File: config.mk
export PLATFORM = sky130hd
export DESIGN_NAME = gcf_framer
export DESIGN_NICKNAME = d
export VERILOG_FILES = /design/src/hdl/gcf_pkg.sv /design/src/hdl/gcf_framer.sv
export VERILOG_INCLUDE_DIRS = /design/src /design/src/hdl
export SDC_FILE = /design/constraint.sdc
export NUM_CORES = 2
export LEC_CHECK = 0
export BUFFER_PORTS_ARGS = -buffer_cell sky130_fd_sc_hd__buf_2
export CORE_UTILIZATION = 65
export DETAILED_ROUTE_END_ITERATION = 10
export GPL_TIMING_DRIVEN = 1
export PLACE_DENSITY = 0.84
export SYNTH_ARGS = -nofsm -noshare
export SYNTH_HDL_FRONTEND = slang
export SYNTH_SLANG_ARGS = --single-unit
File: constraint.sdc
create_clock -name clk_sys -period 10.8 [get_ports clk_sys]
set_clock_uncertainty 0.2 [all_clocks]
set_input_delay 0.54 -clock clk_sys [delete_from_list [all_inputs] [get_ports clk_sys]]
set_output_delay 0.54 -clock clk_sys [all_outputs]
set_load 0.1 [all_outputs]
File: src/hdl/gcf_defs.svh
// Constants for the gauge CAN control framer
`ifndef GCF_DEFS_SVH
`define GCF_DEFS_SVH
`define GCF_OFS_CTRL      12'h000
`define GCF_OFS_SEL       12'h004
`define GCF_OFS_RPM       12'h008
`define GCF_OFS_STATUS    12'h00c
`define GCF_OFS_KNOCK     12'h010
`define GCF_OFS_TRIM      12'h020
`define GCF_OFS_ASSIGN    12'h040
`define GCF_OFS_VALUE     12'h080
`define GCF_RX_BASE_ID    11'd1250
`define GCF_ANALOG_ID     11'd1270
`define GCF_SW_ID_A       11'h211
`define GCF_SW_ID_B       11'h212
`define GCF_GENERIC_ID    11'h64e
`define GCF_STEP_MV       13'd650
`define GCF_HIGH_MV       16'd5000
`define GCF_RPM_MAX       14'd10000
`define GCF_SWITCH_MAX    4'd10
`define GCF_LSEL_MAX      4'd12
`define GCF_STATUS_FRAME  8'd12
`define GCF_LRPM_FRAME    8'd20
`define GCF_TRACTION_FRAME 8'd11
`define GCF_KNOCK_FRAME   8'd13
`define GCF_PERIOD_MS     50
`define GCF_CLK_HZ        40000000
`define GCF_TRIM_MV       {13'd4000, 13'd3400, 13'd3000, 13'd2500, 13'd1950, 13'd1400, 13'd700, 13'd0}
`endif

File: src/hdl/gcf_pkg.sv
// Types for the gauge CAN control framer
package gcf_pkg;
    typedef enum logic [1:0] {GCF_TX_OFF = 2'b00, GCF_TX_GENERIC = 2'b01, GCF_TX_ANALOG = 2'b10,
                              GCF_TX_SWITCH = 2'b11} gcf_txmode_t;
    typedef enum logic [1:0] {GCF_RED = 2'b00, GCF_GREEN = 2'b01, GCF_YELLOW = 2'b10,
                              GCF_BLUE = 2'b11} gcf_colour_t;
    typedef enum logic [1:0] {GCF_IDLE = 2'b00, GCF_SEND_A = 2'b01, GCF_SEND_B = 2'b10} gcf_state_t;
    typedef struct packed {
        logic [10:0] id;
        logic [63:0] data;
    } gcf_frame_t;
    typedef struct packed {
        logic [7:0] frame;
        logic [2:0] slot;
    } gcf_assign_t;
endpackage

File: src/hdl/gcf_framer.sv
// Gauge CAN control framer: APB registers, receive mapping, command framing
`timescale 1ns/10ps
`include "gcf_defs.svh"
module gcf_framer
    import gcf_pkg::*;
#(
    parameter int NPARAM     = 16,
    parameter int PERIOD_CYC = (`GCF_CLK_HZ / 1000) * `GCF_PERIOD_MS
)
(
    input  wire logic        clk_sys,
    input  wire logic        resetn,
    input  wire logic        psel,
    input  wire logic        penable,
    input  wire logic        pwrite,
    input  wire logic [11:0] paddr,
    input  wire logic [31:0] pwdata,
    output logic             pready,
    output logic [31:0]      prdata,
    output logic             pslverr,
    input  wire logic        rx_valid,
    input  wire gcf_frame_t  rx_frame,
    output logic             tx_valid,
    output gcf_frame_t       tx_frame,
    input  wire logic        tx_ready,
    input  wire logic        btn_up,
    input  wire logic        btn_down,
    output logic             rate_1m,
    output gcf_colour_t      status_colour,
    output logic             status_shown,
    output logic             traction_shown,
    output logic [15:0]      knock_max,
    output logic [12:0]      trim_mv
);
    localparam int PW = $clog2(NPARAM);

    // ----------------------------------------------------------------
    // Register file
    // ----------------------------------------------------------------
    gcf_txmode_t        tx_mode_reg;
    logic               rate_500k_reg;
    logic [3:0]         cal_sel_reg;
    logic [3:0]         traction_select_reg;
    logic               launch_on_reg;
    logic               antilag_on_reg;
    logic [3:0]         lsel_reg;
    logic [13:0]        rpm_reg;
    logic [12:0]        trim_reg [8];
    gcf_assign_t        assign_reg [NPARAM];
    logic [15:0]        value_reg [NPARAM];
    logic [NPARAM-1:0]  valid_reg;
    logic               wr_en;
    logic               rd_setup;
    logic [PW-1:0]      pidx;
    logic [23:0]        sel_word;

    assign wr_en    = psel && penable && pwrite;
    assign rd_setup = psel && !penable;
    assign pidx     = paddr[PW+1:2];
    assign sel_word = {lsel_reg, 10'h000, antilag_on_reg, launch_on_reg, traction_select_reg, cal_sel_reg};

    // Reset assignment per parameter slot
    function automatic gcf_assign_t assign_rst(input int i);
        gcf_assign_t a;
        a = '{frame: 8'h00, slot: 3'h0};
        case (i)
            0: a = '{frame: `GCF_STATUS_FRAME, slot: 3'h1};
            1: a = '{frame: `GCF_LRPM_FRAME, slot: 3'h1};
            2: a = '{frame: `GCF_TRACTION_FRAME, slot: 3'h1};
            3, 4, 5, 6: a = '{frame: `GCF_KNOCK_FRAME, slot: 3'(i - 2)};
            default: a = '{frame: 8'h00, slot: 3'h0};
        endcase
        return a;
    endfunction

    // Control and selection writes; button stepping
    always_ff @(posedge clk_sys or negedge resetn)
    begin
        if (!resetn)
        begin
            tx_mode_reg    <= GCF_TX_OFF;
            rate_500k_reg  <= 1'b0;
            cal_sel_reg    <= 4'h0;
            traction_select_reg <= 4'h0;
            launch_on_reg  <= 1'b0;
            antilag_on_reg <= 1'b0;
            lsel_reg       <= 4'h1;
            rpm_reg        <= 14'h0000;
        end
        else
        begin
            if (wr_en && paddr == `GCF_OFS_CTRL)
            begin
                tx_mode_reg   <= gcf_txmode_t'(pwdata[1:0]);
                rate_500k_reg <= pwdata[2];
            end
            if (wr_en && paddr == `GCF_OFS_SEL)
            begin
                cal_sel_reg    <= (pwdata[3:0] > `GCF_SWITCH_MAX) ? `GCF_SWITCH_MAX : pwdata[3:0];
                traction_select_reg <= (pwdata[7:4] > `GCF_SWITCH_MAX) ? `GCF_SWITCH_MAX : pwdata[7:4];
                launch_on_reg  <= pwdata[8];
                antilag_on_reg <= pwdata[9];
            end
            if (wr_en && paddr == `GCF_OFS_RPM)
                rpm_reg <= (pwdata[13:0] > `GCF_RPM_MAX) ? `GCF_RPM_MAX : pwdata[13:0];
            // Up/down stepping only in generic mode
            if (tx_mode_reg == GCF_TX_GENERIC)
            begin
                if (btn_up && !btn_down && lsel_reg < `GCF_LSEL_MAX)
                    lsel_reg <= lsel_reg + 4'h1;
                else if (btn_down && !btn_up && lsel_reg > 4'h1)
                    lsel_reg <= lsel_reg - 4'h1;
            end
        end
    end

    // Trim levels and assignments, one entry each
    genvar gi;
    generate
        for (gi = 0; gi < 8; gi++)
        begin : g_trim
            always_ff @(posedge clk_sys or negedge resetn)
            begin
                if (!resetn)
                    trim_reg[gi] <= 13'(`GCF_TRIM_MV >> (13 * gi));
                else if (wr_en && paddr == `GCF_OFS_TRIM + 12'(4 * gi))
                    trim_reg[gi] <= pwdata[12:0];
            end
        end
        for (gi = 0; gi < NPARAM; gi++)
        begin : g_param
            logic       hit;
            logic [1:0] widx;
            // Slot 4 wraps to word 3 in two bits
            assign widx = assign_reg[gi].slot[1:0] - 2'd1;
            assign hit = rx_valid && assign_reg[gi].frame != 8'h00
                         && rx_frame.id == `GCF_RX_BASE_ID + 11'(assign_reg[gi].frame) - 11'd1;
            always_ff @(posedge clk_sys or negedge resetn)
            begin
                if (!resetn)
                    assign_reg[gi] <= assign_rst(gi);
                else if (wr_en && paddr == `GCF_OFS_ASSIGN + 12'(4 * gi))
                    assign_reg[gi] <= '{frame: pwdata[7:0], slot: pwdata[10:8]};
            end
            // Slot 1..4 picks a 16-bit word
            always_ff @(posedge clk_sys or negedge resetn)
            begin
                if (!resetn)
                begin
                    value_reg[gi] <= 16'h0000;
                    valid_reg[gi] <= 1'b0;
                end
                else if (assign_reg[gi].frame == 8'h00)
                    valid_reg[gi] <= 1'b0;
                else if (hit)
                begin
                    value_reg[gi] <= rx_frame.data[16 * widx +: 16];
                    valid_reg[gi] <= 1'b1;
                end
            end
        end
    endgenerate

    // ----------------------------------------------------------------
    // APB slave: zero wait states, read data caught in setup
    // ----------------------------------------------------------------
    always_ff @(posedge clk_sys or negedge resetn)
    begin
        if (!resetn)
        begin
            pready  <= 1'b0;
            prdata  <= 32'h00000000;
            pslverr <= 1'b0;
        end
        else
        begin
            pready <= 1'b1;
            if (rd_setup)
            begin
                pslverr <= 1'b0;
                prdata  <= 32'h00000000;
                if (paddr == `GCF_OFS_CTRL)
                    prdata <= {29'h0, rate_500k_reg, tx_mode_reg};
                else if (paddr == `GCF_OFS_SEL)
                    prdata <= {8'h00, sel_word};
                else if (paddr == `GCF_OFS_RPM)
                    prdata <= {18'h0, rpm_reg};
                else if (paddr == `GCF_OFS_STATUS)
                    prdata <= {28'h0, traction_shown, status_shown, status_colour};
                else if (paddr == `GCF_OFS_KNOCK)
                    prdata <= {16'h0, knock_max};
                else if (paddr >= `GCF_OFS_TRIM && paddr < `GCF_OFS_ASSIGN)
                    prdata <= {19'h0, trim_reg[paddr[4:2]]};
                else if (paddr >= `GCF_OFS_ASSIGN && paddr < `GCF_OFS_ASSIGN + 12'(4 * NPARAM))
                    prdata <= {21'h0, assign_reg[pidx].slot, assign_reg[pidx].frame};
                else if (paddr >= `GCF_OFS_VALUE && paddr < `GCF_OFS_VALUE + 12'(4 * NPARAM))
                    prdata <= {15'h0, valid_reg[pidx], value_reg[pidx]};
                else
                    pslverr <= 1'b1;
            end
        end
    end

    // ----------------------------------------------------------------
    // Display side: status colour, traction, knock, trim
    // ----------------------------------------------------------------
    logic [15:0] knock_next;
    always_comb
    begin
        knock_next = 16'h0000;
        for (int k = 3; k < 7; k++)
            if (assign_reg[k].frame != 8'h00 && valid_reg[k] && value_reg[k] > knock_next)
                knock_next = value_reg[k];
    end

    // Indicator outputs follow the received parameters, assignment 2, the selected trim level and the rate bit
    always_ff @(posedge clk_sys or negedge resetn)
    begin
        if (!resetn)
        begin
            status_colour  <= GCF_RED;
            status_shown   <= 1'b0;
            traction_shown <= 1'b0;
            knock_max      <= 16'h0000;
            trim_mv        <= 13'h0000;
            rate_1m        <= 1'b1;
        end
        else
        begin
            status_colour  <= gcf_colour_t'(value_reg[0][1:0]);
            status_shown   <= valid_reg[0];
            traction_shown <= assign_reg[2].frame != 8'h00;
            knock_max      <= knock_next;
            trim_mv        <= trim_reg[cal_sel_reg[2:0]];
            rate_1m        <= !rate_500k_reg;
        end
    end

    // ----------------------------------------------------------------
    // Command framing
    // ----------------------------------------------------------------
    gcf_state_t  state_reg;
    logic [31:0] timer_reg;
    logic [23:0] sent_reg;
    logic [3:0]  traction_eff;
    logic [2:0]  cal_step;
    logic [2:0]  traction_step;
    gcf_frame_t  frame_a;
    gcf_frame_t  frame_b;
    logic        due;

    assign traction_eff  = (assign_reg[2].frame == 8'h00) ? 4'h0 : traction_select_reg;
    assign cal_step      = (cal_sel_reg > 4'd7) ? 3'd7 : cal_sel_reg[2:0];
    assign traction_step = (traction_eff > 4'd7) ? 3'd7 : traction_eff[2:0];
    assign due           = timer_reg == 32'(PERIOD_CYC - 1) || sel_word != sent_reg;

    // Frame contents per transmit mode
    always_comb
    begin
        frame_a = '{id: `GCF_GENERIC_ID, data: 64'h0};
        frame_b = '{id: `GCF_SW_ID_B, data: 64'h0};
        case (tx_mode_reg)
            GCF_TX_GENERIC:
                frame_a.data = {16'h0, 4'h0, lsel_reg, 8'h00, 4'h0, traction_eff, 4'h0, cal_sel_reg,
                                7'h0, launch_on_reg, 7'h0, antilag_on_reg};
            GCF_TX_ANALOG:
            begin
                frame_a.id   = `GCF_ANALOG_ID;
                frame_a.data = {3'h0, 13'(traction_step * `GCF_STEP_MV),
                                antilag_on_reg ? `GCF_HIGH_MV : 16'h0000,
                                launch_on_reg ? `GCF_HIGH_MV : 16'h0000,
                                3'h0, 13'(cal_step * `GCF_STEP_MV)};
            end
            GCF_TX_SWITCH:
            begin
                frame_a.id   = `GCF_SW_ID_A;
                frame_a.data = {16'h0000, 2'h0, rpm_reg, 12'h000, traction_eff, 12'h000, cal_sel_reg};
                frame_b.data = {32'h0, 15'h0, antilag_on_reg, 15'h0, launch_on_reg};
            end
            default: frame_a = '{id: `GCF_GENERIC_ID, data: 64'h0};
        endcase
    end

    // Period timer restarts on each send
    always_ff @(posedge clk_sys or negedge resetn)
    begin
        if (!resetn)
            timer_reg <= 32'h0;
        else if (state_reg == GCF_IDLE && due)
            timer_reg <= 32'h0;
        else if (timer_reg != 32'(PERIOD_CYC - 1))
            timer_reg <= timer_reg + 32'h1;
    end

    // Transmit sequencer with ready handshake
    always_ff @(posedge clk_sys or negedge resetn)
    begin
        if (!resetn)
        begin
            state_reg <= GCF_IDLE;
            tx_valid  <= 1'b0;
            tx_frame  <= '{id: 11'h0, data: 64'h0};
            sent_reg  <= 24'h0;
        end
        else
        begin
            case (state_reg)
                GCF_IDLE:
                    if (due)
                    begin
                        sent_reg <= sel_word;
                        if (tx_mode_reg != GCF_TX_OFF)
                        begin
                            tx_valid  <= 1'b1;
                            tx_frame  <= frame_a;
                            state_reg <= GCF_SEND_A;
                        end
                    end
                GCF_SEND_A:
                    if (tx_ready)
                    begin
                        if (tx_mode_reg == GCF_TX_SWITCH)
                        begin
                            tx_frame  <= frame_b;
                            state_reg <= GCF_SEND_B;
                        end
                        else
                        begin
                            tx_valid  <= 1'b0;
                            state_reg <= GCF_IDLE;
                        end
                    end
                GCF_SEND_B:
                    if (tx_ready)
                    begin
                        tx_valid  <= 1'b0;
                        state_reg <= GCF_IDLE;
                    end
                default: state_reg <= GCF_IDLE;
            endcase
        end
    end

    // ----------------------------------------------------------------
    // Checks
    // ----------------------------------------------------------------
    status_colour_a: assert property (@(posedge clk_sys) disable iff (!resetn)
        ##1 status_colour == $past(value_reg[0][1:0])) else $error("status colour wrong");
    disabled_hidden_a: assert property (@(posedge clk_sys) disable iff (!resetn)
        assign_reg[0].frame == 8'h00 |=> !valid_reg[0]) else $error("disabled parameter valid");
    traction_hide_a: assert property (@(posedge clk_sys) disable iff (!resetn)
        assign_reg[2].frame == 8'h00 |=> !traction_shown) else $error("traction shown while off");
    launch_range_a: assert property (@(posedge clk_sys) disable iff (!resetn)
        lsel_reg >= 4'h1 && lsel_reg <= `GCF_LSEL_MAX) else $error("launch select out of range");
    analog_id_a: assert property (@(posedge clk_sys) disable iff (!resetn)
        state_reg == GCF_IDLE && due && tx_mode_reg == GCF_TX_ANALOG |=> tx_frame.id == `GCF_ANALOG_ID)
        else $error("analog id");
    analog_step_a: assert property (@(posedge clk_sys) disable iff (!resetn)
        $rose(tx_valid) && tx_frame.id == `GCF_ANALOG_ID |-> tx_frame.data[15:0] <= 16'd4550)
        else $error("analog step too high");
    switch_pair_a: assert property (@(posedge clk_sys) disable iff (!resetn)
        state_reg == GCF_SEND_A && tx_ready && tx_mode_reg == GCF_TX_SWITCH
        |=> tx_valid && tx_frame.id == `GCF_SW_ID_B) else $error("second switch frame missing");
    tx_hold_a: assert property (@(posedge clk_sys) disable iff (!resetn)
        tx_valid && !tx_ready |=> tx_valid && $stable(tx_frame)) else $error("frame dropped");
    change_send_a: assert property (@(posedge clk_sys) disable iff (!resetn)
        state_reg == GCF_IDLE && sel_word != sent_reg && tx_mode_reg != GCF_TX_OFF |=> tx_valid)
        else $error("change not sent");
    rpm_range_a: assert property (@(posedge clk_sys) disable iff (!resetn)
        rpm_reg <= `GCF_RPM_MAX && cal_sel_reg <= `GCF_SWITCH_MAX) else $error("range exceeded");
    off_silent_a: assert property (@(posedge clk_sys) disable iff (!resetn)
        state_reg == GCF_IDLE && tx_mode_reg == GCF_TX_OFF |=> !tx_valid) else $error("frame sent while off");
    lsel_hold_a: assert property (@(posedge clk_sys) disable iff (!resetn)
        tx_mode_reg != GCF_TX_GENERIC |=> $stable(lsel_reg)) else $error("launch select moved");
    rate_follow_a: assert property (@(posedge clk_sys) disable iff (!resetn)
        ##1 rate_1m == !$past(rate_500k_reg)) else $error("rate output wrong");
endmodule

==> metrics.txt <==
status finished clean; Slew Limit Headroom between 8 and 9%; overall routing resource usage between 40% and 50%; area share of the largest cell type after synthesis 35.5%; count of max-cap constraint violations 0; height of the die around 270 µm; clock insertion delay at the later pin of the skew report 650 ps; remaining routing DRC violations 0; layout cell share with drive strength beyond 1 roughly two fifths; PortBufs around 230; Total Die Area between 0.07 and 0.08 mm²; number of failing setup endpoints in the final timing report 0; delay of the slowest cell on the worst path about 1100 ps; wirelength, routed between 100,000 and 150,000 µm; total power around 6.6 mW; leakage power total 22.6 nW; average cell area after synthesis approximately 12 µm²; detailed router's first-iteration violation count just over 5,000; Worst path most repeated cell ha_1; main area contributors after synthesis dfrtp_1, mux4_2, mux2_2, dfstp_2, ha_1; number of global-route vias before repair 35,800; total number of nets in the final design between 4,000 and 5,000; number of antenna violations at the first check in global routing 11; initial cell density of the core roughly 66%; most frequent standard cell in the layout excluding fill and tap cells dfrtp_1; Floorplan Core Area ~0.071 mm²; Min-Delay Path Class primary input to flip-flop; total clock buffers created by CTS 80; transition time at the pin with the least slew margin 1380 ps; distinct cell type count after synthesis 87; flip-flop count of the largest register, all copies and words added roughly 260; area grow syn2layout 8.80%; buffer depth of the longest clock path 3; P per Cell Area roughly 130 mW/mm²; pin count of the biggest net entering global routing 175; number of cell rows 97; number of top-level pins between 200 and 300; Clock Root Buffer clkbuf_16; wire length of the first global-routing pass around 220,000 µm; cell type with the highest aggregate area in the netlist dfrtp_1; non-filler instance count after layout 4,817; critical path arrival between 10,000 and 15,000 ps; worst hold slack after final layout between 70 and 80 ps; drt pass-1 iters 8; detailed placer's ending HPWL around 94,000 µm; GR Overflow Total 0; FMAX around 0.10 GHz; startpoint class of the critical path flip-flop; number of instances in the synthesized netlist 3,788; data required time at the worst endpoint approximately 11,000 ps; critical path's slowest cell a21oi_1; floorplan die width 270 µm; post-synthesis instance area between 0.04 and 0.05 mm²; Avg Vias per Cell between 7 and 8; category of the critical setup timing path flip-flop to flip-flop; largest vdd supply drop about 150 µV; number of register bits inferred by synthesis around 740; depth of the CTS H-tree 3; CTS tree done; post-synthesis sequential area ratio approximately two fifths; final worst slack 1070 ps; total negative slack 0 ps; Detail Route Antenna Nets 0; placed insts around 4,700; Critical Path Fanout Max 34; count of pins over their slew limit 0; clk slew on worst S/H paths ~60 ps; final routed wire length divided by cell count 30.6 µm; Post-synth top flop dfrtp_1; number of gates given a new drive strength after cts 0; total count of hold-check failures in the final report 0; number of clock sinks roughly 740; proportion of synthesized flip-flops having asynchronous set or reset 100%; highest-count cells in the layout ignoring fill and taps dfrtp_1, mux2_2, mux4_2; post-layout min period 9730 ps; RD Place Congestion 1.00; Post-synth EDFFs 0; Post-Place Setup Slack about 1400 ps; count of synthesis-stage warnings from yosys 0; Via Count 35,900; element type at the critical path end flip-flop; part of the cycle the worst path needs around 90%; unrepaired setup endpoints after global routing false
-- layout make-up --
type | count | area, µm²
fill | 4498 | 19800
timing repair buffer | 310 | 1830
inverter | 69 | 259
antenna | 8 | 20.0
tap | 940 | 1180
clock inverter | 29 | 368
multi-input combinational | 2606 | 26400
sequential | 735 | 18500
clock buffer | 120 | 2340
-- per-stage QoR --
| step | utilization (%) | instance area [µm²] |
|---|---|---|
| 2_1_floorplan | - | 46900 |
| 3_3_place_gp | 68.1 | 48100 |
| 3_5_place_dp | 68.1 | 48100 |
| 4_1_cts | 72.0 | 50900 |
| 5_1_grt | 72.0 | 50900 |
| 6_report | 72.0 | 50900 |
-- report_power, final --
| group | total (mW) | switching [mW] | internal, mW | leakage (nW) |
|---|---|---|---|---|
| sequential | 2.87 | 0.0684 | 2.80 | 9.81 |
| combinational | 0.914 | 0.641 | 0.274 | 11.5 |
| clock | 2.86 | 1.21 | 1.66 | 1.32 |
-- logic make-up after synthesis --
group	synth area share, %
and+or+nand+nor	8.57
xor gates and xnor gates	3.61
AOI/OAI and AO/OA	6.47
buffers and inverters	4.45
other	0.0161
DFF	39.5
muxes	34.8
adders and majority gates	2.51
-- timing repair --
action | CTS | global route
buffers inserted | 0 | 0
hold endpoints to repair | 91 | 0
setup endpoints to repair | 0 | 0
hold buffers | 2 | 0
-- worst max-delay path: cells and delay by family, from the launching register on --
| kind | cells | cell delay, ps |
|---|---|---|
| AO/OA/AOI/OAI | 15 | 5260 |
| flip-flops | 1 | 590 |
| adder cells (fa/ha/maj) | 4 | 1120 |
| buffers and inverters | 2 | 190 |
| AND/OR/NAND/NOR | 8 | 2270 |
-- layer usage --
layer / GRT usage, % / wire length [µm] / vias to the layer above
met1: 53.1 / 50800 / 18100
met2: 60.0 / 65800 / 2836
met4: 25.7 / 10600 / 8
met3: 13.3 / 20000 / 642
li1: - / - / 14300
met5: 0 / 49 / -
-- cell usage after synthesis (24+ instances only) --
master	n
dfstp_2	72
buf_2	69
mux4_2	448
nand2_1	294
xor2_1	88
o21ai_0	155
xnor2_1	105
nand4_1	42
nor2b_1	27
dfrtp_1	663
inv_1	67
clkbuf_1	258
nand3_1	112
ha_1	93
and3_1	25
buf_4	50
mux2_2	529
a21oi_1	80
nor4_1	27
nor3_1	56
o31ai_1	24
nor2_1	147
-- path summary, 6_finish.rpt --
path | to | depth (start not counted) | start | slack [ps]
max | knock_max[7] | 29 | assign_reg[135] | 1070
min | state_reg[0] | 3 | tx_ready | 80
max reg2reg | knock_max[7] | 29 | assign_reg[135] | 1070
min reg2reg | status_colour[0] | 0 | value_reg[240] | 220
max in group asynchronous | value_reg[76] | 4 | resetn | 7540
min in group asynchronous | trim_mv[4] | 2 | resetn | 390
Note: power is estimated with default switching activity, not from simulation.
